### src/psc_map.svh
`ifndef PSC_MAP_SVH
`define PSC_MAP_SVH

// ****************************************
// Register indices on the register port
// ****************************************
`define PSC_IDX_CTRL 5'h00
`define PSC_IDX_ADV 5'h04
`define PSC_IDX_SMODE 5'h12
`define PSC_IDX_STRAP 5'h1F

// ****************************************
// Field positions
// ****************************************
`define PSC_CTRL_SRST 15
`define PSC_CTRL_SPD 13
`define PSC_CTRL_ANEN 12
`define PSC_CTRL_PDN 11
`define PSC_CTRL_ISO 10
`define PSC_CTRL_DPX 8
`define PSC_ADV_MSB 8
`define PSC_ADV_LSB 5
`define PSC_SM_MODE_MSB 7
`define PSC_SM_MODE_LSB 5
`define PSC_SM_ADDR_MSB 4

// ****************************************
// Reset values and internal pull levels
// ****************************************
`define PSC_CTRL_RST 4'h0
`define PSC_ADV_RST 4'h0
`define PSC_ADDR_RST 5'h00
`define PSC_STRAP_RST 4'h0
`define PSC_PULL_LVL 4'hE

// ****************************************
// Mode strap codes and loaded bit values
// ****************************************
`define PSC_MODE_10HD 3'h0
`define PSC_MODE_10FD 3'h1
`define PSC_MODE_100HD 3'h2
`define PSC_MODE_100FD 3'h3
`define PSC_MODE_AN100HD 3'h4
`define PSC_MODE_RPT 3'h5
`define PSC_MODE_PDN 3'h6
`define PSC_MODE_ALL 3'h7
`define PSC_CL_10HD 4'h0
`define PSC_CL_10FD 4'h1
`define PSC_CL_100HD 4'h8
`define PSC_CL_100FD 4'h9
`define PSC_CL_AN 4'hC
`define PSC_CL_ALL 4'hD
`define PSC_AL_100HD 4'h4
`define PSC_AL_ALL 4'hF

`endif

### src/psc_pkg.sv
package psc_pkg;

  typedef logic [4:0] psc_addr_t;
  typedef logic [15:0] psc_data_t;
  typedef logic [2:0] psc_mode_t;
  typedef logic [3:0] psc_adv_t;

  // Shared receive pins; bit order also gives the pull-level layout.
  typedef struct packed {
    logic crs_dv;
    logic [1:0] rxd;
    logic rx_er;
  } psc_rmii_rx_t;

  typedef struct packed {
    logic address_strap_bit;
    psc_mode_t mode;
  } psc_strap_t;

  // Control bits 13, 12, 10 and 8, in that order.
  typedef struct packed {
    logic spd100;
    logic an_en;
    logic iso;
    logic dpx;
  } psc_ctrl_t;

  typedef struct packed {
    logic repeater;
    logic crs_tx;
    logic power_down;
  } psc_opmode_t;

  typedef struct packed {
    logic we;
    logic re;
    psc_addr_t addr;
    psc_data_t wdata;
  } psc_bus_req_t;

  typedef enum logic [2:0] {
    PSC_PH_RESET = 3'b001,
    PSC_PH_CAPT = 3'b010,
    PSC_PH_RUN = 3'b100
  } psc_phase_t;

endpackage

### src/psc_sync2.sv
`timescale 1ns/1ps
`default_nettype none

// ****************************************
// Two-stage synchroniser
// ****************************************
// No reset: the owner keeps its logic in reset until both stages hold
// settled pin levels.
module psc_sync2 #(
  parameter int W = 1
) (
  input wire logic clk,
  input wire logic [W-1:0] d,
  output logic [W-1:0] q
);

  logic [W-1:0] meta_r;

  always_ff @(posedge clk) begin
    meta_r <= d;
    q <= meta_r;
  end

endmodule

`default_nettype wire

### src/psc_loader.sv
`timescale 1ns/1ps
`default_nettype none
`include "psc_map.svh"

// Contract
// - Capture all straps at power-on and pin reset, use them as defaults.
// - Each strap pin has an internal pull to a defined level.
// - Address strap bit stored at reset end; defaults to zero.
// - Answer a management frame only when its address matches ours.
// - Stored management address seeds the transmit scrambler.
// - Strap gives address 0 or 1; software may write larger ones.
// - Address strap shares the receive-error pin, driven after reset.
// - Pin reset release loads control and advertisement bits from mode.
// - Soft reset keeps register values and does not reload straps.
// - Software may change the strapped mode through registers.
// - Mode 000: 10 Mb/s half duplex, control 0000, advertisement kept.
// - Mode 001: 10 Mb/s full duplex, control 0001, advertisement kept.
// - Mode 010: 100 Mb/s half duplex, control 1000, carrier on both.
// - Mode 011: 100 Mb/s full duplex, control 1001, carrier on receive.
// - Mode 100: negotiate 100 half only, control 1100, advert 0100.
// - Mode 101: repeater, control 1100, advert 0100, carrier on receive.
// - Mode 110: powered down until mode field changed and soft reset.
// - Mode 111: negotiate all abilities, advertisement 1111.
// - Mode bits come from receive data 0, data 1, carrier-valid pins.
module psc_loader (
  input wire logic clk,
  input wire logic sys_rst,
  input wire logic pin_reset_n,
  input wire psc_pkg::psc_rmii_rx_t pad_i,
  output psc_pkg::psc_rmii_rx_t pad_o_r,
  output psc_pkg::psc_rmii_rx_t pad_oe_r,
  output psc_pkg::psc_rmii_rx_t pad_pu_r,
  input wire psc_pkg::psc_rmii_rx_t core_rx,
  input wire psc_pkg::psc_bus_req_t bus_req,
  output psc_pkg::psc_data_t bus_rdata_r,
  input wire logic frm_valid,
  input wire psc_pkg::psc_addr_t frm_addr,
  output logic frm_match_r,
  output psc_pkg::psc_addr_t scr_seed_r,
  output psc_pkg::psc_addr_t station_address_field_r,
  output psc_pkg::psc_ctrl_t ctrl_r,
  output psc_pkg::psc_adv_t adv_r,
  output psc_pkg::psc_opmode_t opmode_r,
  output logic soft_rst_r,
  output psc_pkg::psc_strap_t strap_r
);

  import psc_pkg::*;

  // ****************************************
  // Pin synchronisers and hardware reset
  // ****************************************
  psc_rmii_rx_t pad_s;
  logic pin_rst_n_s;
  logic hw_rst;
  psc_phase_t phase_r;
  logic capture;

  psc_sync2 #(.W(4)) u_pad_sync (
    .clk(clk),
    .d(pad_i),
    .q(pad_s)
  );

  psc_sync2 #(.W(1)) u_rst_sync (
    .clk(clk),
    .d(pin_reset_n),
    .q(pin_rst_n_s)
  );

  // Power-on and pin reset act alike; soft reset is not part of this.
  assign hw_rst = sys_rst | ~pin_rst_n_s;

  // The straps are caught in the second cycle after reset release, while
  // the shared pins are still undriven by us; the board must hold them
  // steady until then.
  always_ff @(posedge clk) begin
    if (hw_rst) begin
      phase_r <= PSC_PH_RESET;
    end else begin
      case (phase_r)
        PSC_PH_RESET: phase_r <= PSC_PH_CAPT;
        PSC_PH_CAPT: phase_r <= PSC_PH_RUN;
        PSC_PH_RUN: phase_r <= PSC_PH_RUN;
        default: phase_r <= PSC_PH_RESET;
      endcase
    end
  end

  assign capture = (phase_r == PSC_PH_CAPT);

  // ****************************************
  // Register port decode
  // ****************************************
  logic wr_ctrl;
  logic wr_adv;
  logic wr_smode;
  logic soft_req;

  assign wr_ctrl = bus_req.we && (bus_req.addr == `PSC_IDX_CTRL);
  assign wr_adv = bus_req.we && (bus_req.addr == `PSC_IDX_ADV);
  assign wr_smode = bus_req.we && (bus_req.addr == `PSC_IDX_SMODE);
  assign soft_req = wr_ctrl && bus_req.wdata[`PSC_CTRL_SRST];

  // ****************************************
  // Mode decode tables
  // ****************************************
  function automatic psc_ctrl_t ctrl_of(input psc_mode_t m,
                                        input psc_ctrl_t cur);
    case (m)
      `PSC_MODE_10HD: ctrl_of = `PSC_CL_10HD;
      `PSC_MODE_10FD: ctrl_of = `PSC_CL_10FD;
      `PSC_MODE_100HD: ctrl_of = `PSC_CL_100HD;
      `PSC_MODE_100FD: ctrl_of = `PSC_CL_100FD;
      `PSC_MODE_AN100HD: ctrl_of = `PSC_CL_AN;
      `PSC_MODE_RPT: ctrl_of = `PSC_CL_AN;
      `PSC_MODE_ALL: ctrl_of = `PSC_CL_ALL;
      default: ctrl_of = cur;
    endcase
  endfunction

  function automatic psc_adv_t adv_of(input psc_mode_t m,
                                      input psc_adv_t cur);
    case (m)
      `PSC_MODE_AN100HD: adv_of = `PSC_AL_100HD;
      `PSC_MODE_RPT: adv_of = `PSC_AL_100HD;
      `PSC_MODE_ALL: adv_of = `PSC_AL_ALL;
      default: adv_of = cur;
    endcase
  endfunction

  // Carrier sense on transmit only in modes 010 and 100; repeater is mode 101.
  function automatic psc_opmode_t op_of(input psc_mode_t m);
    op_of.repeater = (m == `PSC_MODE_RPT);
    op_of.crs_tx = (m == `PSC_MODE_100HD) ||
                   (m == `PSC_MODE_AN100HD);
    op_of.power_down = (m == `PSC_MODE_PDN);
  endfunction

  // ****************************************
  // Captured straps
  // ****************************************
  psc_strap_t strap_nxt;

  // RXD0, RXD1 and CRS_DV give mode bits 0, 1 and 2.
  assign strap_nxt = {pad_s.rx_er, pad_s.crs_dv, pad_s.rxd[1],
                      pad_s.rxd[0]};

  always_ff @(posedge clk) begin
    if (hw_rst) begin
      strap_r <= `PSC_STRAP_RST;
    end else if (capture) begin
      strap_r <= strap_nxt;
    end
  end

  // ****************************************
  // Management address and mode field
  // ****************************************
  psc_mode_t mode_fld_r;

  always_ff @(posedge clk) begin
    if (hw_rst) begin
      station_address_field_r <= `PSC_ADDR_RST;
    end else if (capture) begin
      station_address_field_r <= {4'h0, strap_nxt.address_strap_bit};
    end else if (wr_smode) begin
      station_address_field_r <= bus_req.wdata[`PSC_SM_ADDR_MSB:0];
    end
  end

  always_ff @(posedge clk) begin
    if (hw_rst) begin
      mode_fld_r <= `PSC_MODE_10HD;
    end else if (capture) begin
      mode_fld_r <= strap_nxt.mode;
    end else if (wr_smode) begin
      mode_fld_r <= bus_req.wdata[`PSC_SM_MODE_MSB:`PSC_SM_MODE_LSB];
    end
  end

  // ****************************************
  // Control and advertisement bits
  // ****************************************
  always_ff @(posedge clk) begin
    if (hw_rst) begin
      ctrl_r <= `PSC_CTRL_RST;
    end else if (capture) begin
      ctrl_r <= ctrl_of(strap_nxt.mode, ctrl_r);
    end else if (wr_ctrl) begin
      ctrl_r.spd100 <= bus_req.wdata[`PSC_CTRL_SPD];
      ctrl_r.an_en <= bus_req.wdata[`PSC_CTRL_ANEN];
      ctrl_r.iso <= bus_req.wdata[`PSC_CTRL_ISO];
      ctrl_r.dpx <= bus_req.wdata[`PSC_CTRL_DPX];
    end
  end

  always_ff @(posedge clk) begin
    if (hw_rst) begin
      adv_r <= `PSC_ADV_RST;
    end else if (capture) begin
      adv_r <= adv_of(strap_nxt.mode, adv_r);
    end else if (wr_adv) begin
      adv_r <= bus_req.wdata[`PSC_ADV_MSB:`PSC_ADV_LSB];
    end
  end

  // ****************************************
  // Operating mode and soft reset
  // ****************************************
  // A soft reset re-derives the mode from the register field, never from
  // the pins, so power-down is left only once software has rewritten it.
  always_ff @(posedge clk) begin
    if (hw_rst) begin
      opmode_r <= '0;
    end else if (capture) begin
      opmode_r <= op_of(strap_nxt.mode);
    end else if (soft_req) begin
      opmode_r <= op_of(mode_fld_r);
    end
  end

  always_ff @(posedge clk) begin
    if (hw_rst) begin
      soft_rst_r <= 1'b0;
    end else begin
      soft_rst_r <= soft_req;
    end
  end

  // ****************************************
  // Frame address match and scrambler seed
  // ****************************************
  always_ff @(posedge clk) begin
    if (hw_rst) begin
      frm_match_r <= 1'b0;
    end else begin
      frm_match_r <= frm_valid && (frm_addr == station_address_field_r);
    end
  end

  // Each device seeds from its own address so that several scramblers
  // on one board do not run in step.
  always_ff @(posedge clk) begin
    if (hw_rst) begin
      scr_seed_r <= `PSC_ADDR_RST;
    end else begin
      scr_seed_r <= station_address_field_r;
    end
  end

  // ****************************************
  // Shared pins
  // ****************************************
  always_ff @(posedge clk) begin
    if (hw_rst) begin
      pad_oe_r <= '0;
      pad_o_r <= '0;
    end else begin
      pad_oe_r <= (capture || phase_r == PSC_PH_RUN) ? 4'hF : 4'h0;
      pad_o_r <= core_rx;
    end
  end

  // Pulls act through capture and the first run cycle; afterwards the pins are driven by us.
  always_ff @(posedge clk) begin
    if (hw_rst) begin
      pad_pu_r <= `PSC_PULL_LVL;
    end else if (phase_r == PSC_PH_RUN) begin
      pad_pu_r <= '0;
    end
  end

  // ****************************************
  // Register read
  // ****************************************
  psc_data_t rd_nxt;

  always_comb begin
    rd_nxt = '0;
    case (bus_req.addr)
      `PSC_IDX_CTRL: begin
        rd_nxt[`PSC_CTRL_SPD] = ctrl_r.spd100;
        rd_nxt[`PSC_CTRL_ANEN] = ctrl_r.an_en;
        rd_nxt[`PSC_CTRL_PDN] = opmode_r.power_down;
        rd_nxt[`PSC_CTRL_ISO] = ctrl_r.iso;
        rd_nxt[`PSC_CTRL_DPX] = ctrl_r.dpx;
      end
      `PSC_IDX_ADV: rd_nxt[`PSC_ADV_MSB:`PSC_ADV_LSB] = adv_r;
      `PSC_IDX_SMODE: begin
        rd_nxt[`PSC_SM_MODE_MSB:`PSC_SM_MODE_LSB] = mode_fld_r;
        rd_nxt[`PSC_SM_ADDR_MSB:0] = station_address_field_r;
      end
      `PSC_IDX_STRAP: rd_nxt[3:0] = strap_r;
      default: rd_nxt = '0;
    endcase
  end

  always_ff @(posedge clk) begin
    if (hw_rst) begin
      bus_rdata_r <= '0;
    end else if (bus_req.re) begin
      bus_rdata_r <= rd_nxt;
    end else begin
      bus_rdata_r <= '0;
    end
  end
endmodule

`default_nettype wire

### config.mk
export PLATFORM = sky130hd
export DESIGN_NAME = psc_loader
export DESIGN_NICKNAME = d
export VERILOG_FILES = /design/src/psc_pkg.sv /design/src/psc_sync2.sv /design/src/psc_loader.sv
export VERILOG_INCLUDE_DIRS = /design/src
export SDC_FILE = /design/constraint.sdc
export NUM_CORES = 1
export LEC_CHECK = 0
export ABC_AREA = 0
export BUFFER_PORTS_ARGS = -buffer_cell sky130_fd_sc_hd__buf_2
export CAP_MARGIN = 0
export CORE_UTILIZATION = 35
export DETAILED_ROUTE_END_ITERATION = 10
export PLACE_DENSITY_LB_ADDON = 0.08
export REMOVE_ABC_BUFFERS = 1
export SLEW_MARGIN = 20
export SYNTH_ARGS = -nofsm -noshare
export SYNTH_HDL_FRONTEND = slang
export SYNTH_SLANG_ARGS = --single-unit
### constraint.sdc
create_clock -name clk -period 1.95 [get_ports clk]
set_input_delay 0.2925 -clock clk [delete_from_list [all_inputs] [get_ports clk]]
set_output_delay 0.2925 -clock clk [all_outputs]
set_load 0.1 [all_outputs]
; ---- After elaboration in Yosys (flattened, before gate mapping)
; Cells that the tools add are included.
[classes]
n_bitwise = 5
reduce_logical = 22
n_eq_ne = 20
mux = 17
[op_table]
columns = op, count
row1 = $eq A3 B3 Y1 const B, 8
row2 = $pmux W4 S6, 1
row3 = $mux W4, 5
row4 = $pmux W4 S2, 2
row5 = $eq A3 B2 Y1 const B, 4
row6 = $mux W3, 4
row7 = $pmux W3 S2, 2
row8 = $eq A5 B5 Y1 const B, 2
row9 = $reduce_bool A2 Y1, 4
row10 = $reduce_or A2 Y1, 4
row11 = $ne A7 B2 Y1 const B, 1
row12 = $eq A3 B1 Y1 const B, 2
row13 = $reduce_or A3 Y1, 2
row14 = $eq A5 B3 Y1 const B, 1
row15 = $eq A5 B5 Y1, 1
row16 = $logic_and A1 B1 Y1, 5
row17 = $logic_not A5 Y1, 1
row18 = $not A1 Y1, 4
row19 = $reduce_and A2 Y1, 2
row20 = $logic_not A3 Y1, 1
row21 = $logic_or A1 B1 Y1, 3
row22 = $ne A3 B2 Y1 const B, 1
row23 = $mux W1, 2
row24 = $pmux W1 S2, 1
row25 = $or A1 B1 Y1, 1
[word_totals]
register_bits = 70
elab_cells = 97

; ---- Depth between registers and ports, before layout
; Gate-level depths: netlist of the first run.
[depth]
word_depth = 5
depth_mapped = 5
ltp_nobuf = 4

; ---- By module
; Synthesis of the first run repeated with hierarchy kept, for this count alone.
[unflattened]
cells_unflattened = 220
hier_area_um2 = 2265.9
[by_module_without_submodules]
columns = mod, cells_each, n_inst, area_each_um2, seq_area_each_um2
row1 = psc_loader, 210, 1, 2065.7, 1041.0
row2 = psc_sync2 (u_pad_sync), 8, 1, 160.2, 160.2
row3 = psc_sync2 (u_rst_sync), 2, 1, 40.0, 40.0

; ---- Least setup slack after synthesis of the first run
; OpenSTA, ideal clock, no wires.
[synth_timing]
kind = register to output
from = register pad_oe_r[1] (netlist name)
to = output pad_oe_r[1] (netlist name)
n_path_buf = 1
stages_incl_launch_ff = 2
t_arrival_ns = 1.392
setup_slack_ns = 0.265
required_time_ns = 1.657
path_cell_list = dfxtp_1 -> buf_4
[synth_rtl]
columns = element, line_no
row1 = from (decl), psc_loader.sv:31  ; output psc_pkg::psc_rmii_rx_t pad_oe_r,
row2 = from (signal assigned), psc_loader.sv:260  ; pad_oe_r <= (capture || phase_r == PSC_PH_RUN) ? 4'hF : 4'h0;
; No word-level cell between the ends.

; ---- Worst setup path in the final report of the first run
[layout_timing]
from = register phase_r[1]
to = register adv_r[1]
[layout_between]
elab_chain_cells = 3
word_cells_on_any_way = 5
[layout_rtl]
columns = element, line_no
row1 = from (decl), psc_loader.sv:56  ; psc_phase_t phase_r;
row2 = from (signal assigned), psc_loader.sv:79  ; phase_r <= PSC_PH_RESET;
row3 = from (signal assigned), psc_loader.sv:82  ; PSC_PH_RESET: phase_r <= PSC_PH_CAPT;
row4 = from (signal assigned), psc_loader.sv:83  ; PSC_PH_CAPT: phase_r <= PSC_PH_RUN;
row5 = $eq A3 B2 Y1 (*), psc_loader.sv:90  ; assign capture = (phase_r == PSC_PH_CAPT);
row6 = $ne A3 B2 Y1 (no line) / $reduce_bool A2 Y1 (equally long branches), -
row7 = $reduce_and A2 Y1 (no line), -
row8 = to (signal assigned), psc_loader.sv:200  ; adv_r <= `PSC_ADV_RST;
row9 = to (signal assigned), psc_loader.sv:202  ; adv_r <= adv_of(strap_nxt.mode, adv_r);
row10 = to (signal assigned), psc_loader.sv:204  ; adv_r <= bus_req.wdata[`PSC_ADV_MSB:`PSC_ADV_LSB];
row11 = to (decl), psc_loader.sv:42  ; output psc_pkg::psc_adv_t adv_r,
; Every way passes the cells marked *; elsewhere a longest branch is shown, timed or not.
; A chain may end at the register's enable or synchronous reset.

==> out/metrics.cfg, run 1 <==
[clock_tree]
numClockSinks=62
clock_insertion_delay_worst_skew_ps=330
htree_levels=3
cts_buffers=9
postCtsHoldBufs=0
clockBufferDepth=2
clk_pin_slew_ps=60
tritoncts=yes
cts_setup_buffers=0
cts-resized-gates=0
root_buffer=clkbuf_8

[timing]
period_share_pct=82.3
drv_slew=0
rsz0062_at_grt=no
hold_viol_final=0
clock_skew_ps=5.85
timing.final.ws_setup_ps=345
worst_slew_margin_rel_pct=65.7
worst-slew-pin-transition_ps=515
final.min_clock_period_ps=1610
clock.fmax_mhz=623
finalSetupViolCount=0

[global_routing]
grt_max_degree=21
grt_overflow_total=0
grt_pass1_wl_um=8660
antenna_found_initial=0
grtUsageTotal_pct=16.2
grt_pass1_vias=1651

[routing]
drt-total-wl_um=5230
drc=0
firstDrtPassIters=4
drt-vias-per-instance=4.64
drt-wirelength-per-cell_um=13.1
vias=1850
detail-route-antenna-nets=0
drt-initial-drc-count=63

[place]
dp.cells=385
pre_cts_ws_ps=327
dpl-instance-area_um2=2770
routabilityCongestion=0.806
io_buffer_count=87
dpl.hpwl_um=3860

[final_layout]
multiInputGateArea_um2=960
final_cell_mix=buf_2, dfxtp_1, nor2_1, nand2_1, and2_1
final_common_cell=buf_2
area_growth_pct=28.4
diodes=0
fin_util_pct=46.4
final_cell_count_no_fill=399
final_cell_area_um2=2950
seqCellArea_um2=1240
drive_gt1_share_pct=35.7
nets=359
fillers=644

[floorplanning]
die_y_um=83.0
rows=29
pin_count=95
die_w_um=83.0
start_util_pct=36.2
core_um2=6350
die-area_um2=6890

[synthesis]
synthDistinctLibCells=45
synth_top_cell_area_share_pct=54.1
synth.avg_cell_area_um2=10.0
ys_ff_latch=62
synth_edf_count=0
yosysSeqAreaShare_pct=54.1
synth_ff_type=dfxtp_1
yosysTopAreaCell=dfxtp_1
synth_warnings=0
synth_area_um2=2300
synthCells=229
synth_area_leaders=dfxtp_1, and2_1, nor2_1, mux2i_1, nand2_1
async_flop_share_pct=0

[setup_path]
startpoint_type=flip-flop
end_kind=flip-flop
required_ps=2190
r2r_slack_ps=340
criticalPathCategory=reg2reg
reg2reg_depth=4
rr_endpoint=adv_r[1]
worstPathArrival_ps=1850
regToRegStartpoint=phase_r[1]
crit_fanout=5

[power_and_ir_drop]
p_int_uw=1900
power_frac_clock_pct=39.7
comb_power_share_pct=8.5
total_power_uw=2520
sw_frac_of_total_pct=24.7
p_switching_uw=624
pwr-share-seq_pct=51.8
ir_drop_v=0.000372
powerDensity_nw_per_um2=856
leakagePower_uw=0.00130

[status]
run_status=finished clean

[run]
cap_violations=0

[worst_hold_path]
min_from=pad_i[3]
min_to=u_pad_sync.meta_r[3]
hp-class=in2reg
hold_path_depth=1

cell type report:
cell class	instances	area share (%)
multi-input cells	153	32.6
inverters	1	0.127
clock buffers	13	5.73
repair buffers	92	16.0
clock inverters	1	0.170
flip-flops and latches	62	42.1
well taps	77	3.27
synthesized netlist by cell type (2+ instances only):
cell / number
nor2b_1: 3
xnor2_1: 8
nand4_1: 2
clkbuf_1: 5
nand2_1: 19
a22oi_1: 4
a31oi_1: 2
o21ai_1: 3
nor3b_2: 2
nor3_1: 6
dfxtp_1: 62
a211oi_1: 3
buf_4: 9
o21ai_0: 7
a21oi_1: 11
a22o_1: 4
nand3_1: 5
and2_1: 15
nor2_1: 25
mux2i_1: 9
layer usage:
metal	global-route usage [%]	up-vias	wire, um
li1	-	957	-
met1	22.0	833	2580
met2	23.5	50	2300
met3	4.08	10	236
met4	8.93	0	121
met5	0	-	0
cell families (layout without fill, tap and decap cells):
family	after synthesis	in the layout	synth area share (%)
and+or+nand+nor	92	92	23.1
DFF	62	62	54.1
AOI/OAI and AO/OA	40	40	11.1
buffers and inverters	17	107	4.63
muxes	9	9	3.92
xor gates and xnor gates	8	8	3.05
other	1	4	0.163
power by group through the flow:
| stage | clock network [uW] | logic, uW | registers (uW) |
|---|---|---|---|
| 5_1_grt | 1100 | 231 | 1310 |
| 3_5_place_dp | 0 | 216 | 1330 |
| 2_1_floorplan | 0 | 91.3 | 1380 |
| 6_report | 1000 | 215 | 1310 |
| 4_1_cts | 1030 | 217 | 1310 |
| 3_3_place_gp | 0 | 215 | 1330 |
stage by stage:
stage	hold WS, ps	setup TNS, ps
detailed placement	312	0
floorplan	310	-7080
global placement	310	0
CTS	42.4	0
finish	57.6	0
global route	45.5	0
worst max path at each step:
stage | start | endpoint | depth (start not counted)
2_1_floorplan | pad_oe_r[1] | pad_oe_r[0] | 0
3_3_place_gp | bus_req[17] | opmode_r[1] | 5
3_5_place_dp | bus_req[17] | opmode_r[1] | 5
4_1_cts | phase_r[1] | adv_r[1] | 4
5_1_grt | phase_r[1] | adv_r[1] | 4
6_report | phase_r[1] | adv_r[1] | 4
critical path, cell delays in order (launching register included):
cell and delay [ps]:
dfxtp_1 410, or3b_1 480, nor3b_2 330, nor2_1 70, a211oi_1 220
state kept, by name, summed over array words and instances (netlist names), 3 cells and up:
name,count
ctrl_r,4
u_pad_sync.q,4
bus_rdata_r,13
opmode_r,3
u_pad_sync.meta_r,4
phase_r,3
adv_r,4
pad_o_r,4
scr_seed_r,5
station_address_field_r,5
strap_r,4
mode_fld_r,3
Note: power is estimated with default switching activity, not from simulation.
==> run 2, diff against run 1 <==
==> constraint.sdc (replaced) <==
create_clock -name clk -period 1.6 [get_ports clk]
set_input_delay 0.24 -clock clk [delete_from_list [all_inputs] [get_ports clk]]
set_output_delay 0.24 -clock clk [all_outputs]
set_load 0.1 [all_outputs]
==> out/metrics.cfg, run 2 (synthesized netlist as in run 1, its figures left out) <==
[status]
run_status=finished clean

[power_and_ir_drop]
powerDensity_nw_per_um2=1110
p_switching_uw=795
sw_frac_of_total_pct=23.0
ir_drop_v=0.000591
p_int_uw=2670
pwr-share-seq_pct=45.8
comb_power_share_pct=8.4
leakagePower_uw=0.00139
power_frac_clock_pct=45.8

[timing]
clock_skew_ps=4.27
worst_slew_margin_rel_pct=65.9
whs_ps=17.1
drv_slew=0
clock.fmax_mhz=659
rsz0062_at_grt=no
worst-slew-pin-transition_ps=512
hold_viol_final=0
finalSetupViolCount=0
final.min_clock_period_ps=1520
fin_tns_setup_ps=0
period_share_pct=94.8

[setup_path]
cp_slowest_cell=or3b_1
crit_fanout=9
slowest_delay_ps=460
criticalPathCategory=reg2reg
end_kind=flip-flop
cp_common_cell=buf_4
crit_chain=or3b_1 -> buf_4 -> buf_4 -> nand2_1 -> o21ai_1
required_ps=1810
startpoint_type=flip-flop
worstPathArrival_ps=1730

[final_layout]
diodes=0
largest_register_ffs=13
regMostFlops=bus_rdata_r
drive_gt1_share_pct=37.2
area_growth_pct=36.2
fillers=630
seqCellArea_um2=1240
nets=371
final_common_cell=buf_2
reg.largest.list=bus_rdata_r: 13 flops, scr_seed_r: 5 flops, station_address_field_r: 5 flops
final_cell_mix=buf_2, dfxtp_1, nor2_1, nand2_1, and2_1
multiInputGateArea_um2=966

[routing]
drt-total-wl_um=5340
drt-vias-per-instance=4.63
firstDrtPassIters=4
detail-route-antenna-nets=0
drt-wirelength-per-cell_um=12.9
drt-initial-drc-count=76
vias=1911
drc=0

[floorplanning]
die_w_um=83.0
pin_count=95
die_y_um=83.0
die-area_um2=6890
core_um2=6350
rows=29
start_util_pct=36.2

[place]
dpl.hpwl_um=3950
routabilityCongestion=0.802
io_buffer_count=87

[clock_tree]
clock_insertion_delay_worst_skew_ps=330
tritoncts=yes
cts_buffers=9
numClockSinks=62
htree_levels=3
clk_pin_slew_ps=70
clockBufferDepth=2
root_buffer=clkbuf_8

[worst_hold_path]
hp-class=in2reg

[global_routing]
grtUsageTotal_pct=15.7
grt_pass1_vias=1669
antenna_found_initial=0
grt_pass1_wl_um=8410
grt_overflow_total=0
grt_max_degree=21

[run]
cap_violations=0

## run 2: cell count changes in the layout (fill, tap and decap cells not counted)
cell | previous run | this run
dlygate4sd3_1 | 0 | 4
nor3b_2 | 2 | 1
bufinv_16 | 0 | 2
buf_12 | 0 | 1
nor3b_4 | 1 | 2
buf_4 | 5 | 12
## run 2: what timing repair did
| action | CTS | global route |
|---|---|---|
| resized for setup | 0 | 1 |
| setup buffers | 0 | 0 |
| hold buffers | 4 | 0 |
| setup endpoints to repair | 0 | 2 |
| hold endpoints to repair | 4 | 0 |
## run 2: final cells by class
cell class / count / area share [%]
clock inverter: 3 / 2.08
clock buffer: 13 / 5.40
inverter: 1 / 0.120
timing repair buffer: 104 / 18.7
multi-input combinational: 153 / 30.9
tap: 77 / 3.08
sequential: 62 / 39.7
## run 2: stage by stage
| step | cells | area [um2] | total power, uW | util (%) | setup WS [ps] |
|---|---|---|---|---|---|
| after floorplan | 216 | 2200 | 1800 | - | -1480 |
| after global placement | 393 | 2850 | 1900 | 44.8 | 130 |
| after detailed placement | 393 | 2850 | 1900 | 44.8 | 113 |
| after CTS | 413 | 3120 | 3490 | 49.1 | 102 |
| after global routing | 413 | 3130 | 3590 | 49.2 | 3.52 |
| final | 413 | 3130 | 3460 | 49.2 | 83.5 |
## run 2: power by group through the flow
stage | Clock [uW] | Sequential (uW) | Combinational, uW
6_report | 1580 | 1580 | 292
5_1_grt | 1690 | 1590 | 312
4_1_cts | 1620 | 1580 | 292
3_5_place_dp | 0 | 1620 | 285
3_3_place_gp | 0 | 1620 | 283
2_1_floorplan | 0 | 1690 | 111
## run 2: worst max-delay path, delay by kind of cell, from the launching register on
family | cells | cell delay (ps)
AOI/OAI and AO/OA | 1 | 110
DFF | 1 | 310
and+or+nand+nor | 2 | 650
buffers and inverters | 2 | 340
## run 2: path summary, 6_finish.rpt
check / from / endpoint / slack, ps / cells after the start
min reg2reg: u_pad_sync.meta_r[1] / u_pad_sync.q[1] / 330 / 0
max: phase_r[2] / opmode_r[2] / 80 / 5
max reg2reg: phase_r[2] / opmode_r[2] / 80 / 5
min: pad_i[1] / u_pad_sync.meta_r[1] / 20 / 1
## run 2: routing by layer
metal,wire length [um],GRT usage (%),vias to the layer above
met4,57,8.46,0
met3,230,4.08,5
met2,2440,23.8,50
met1,2610,20.5,872
met5,0,0,-
li1,-,-,984
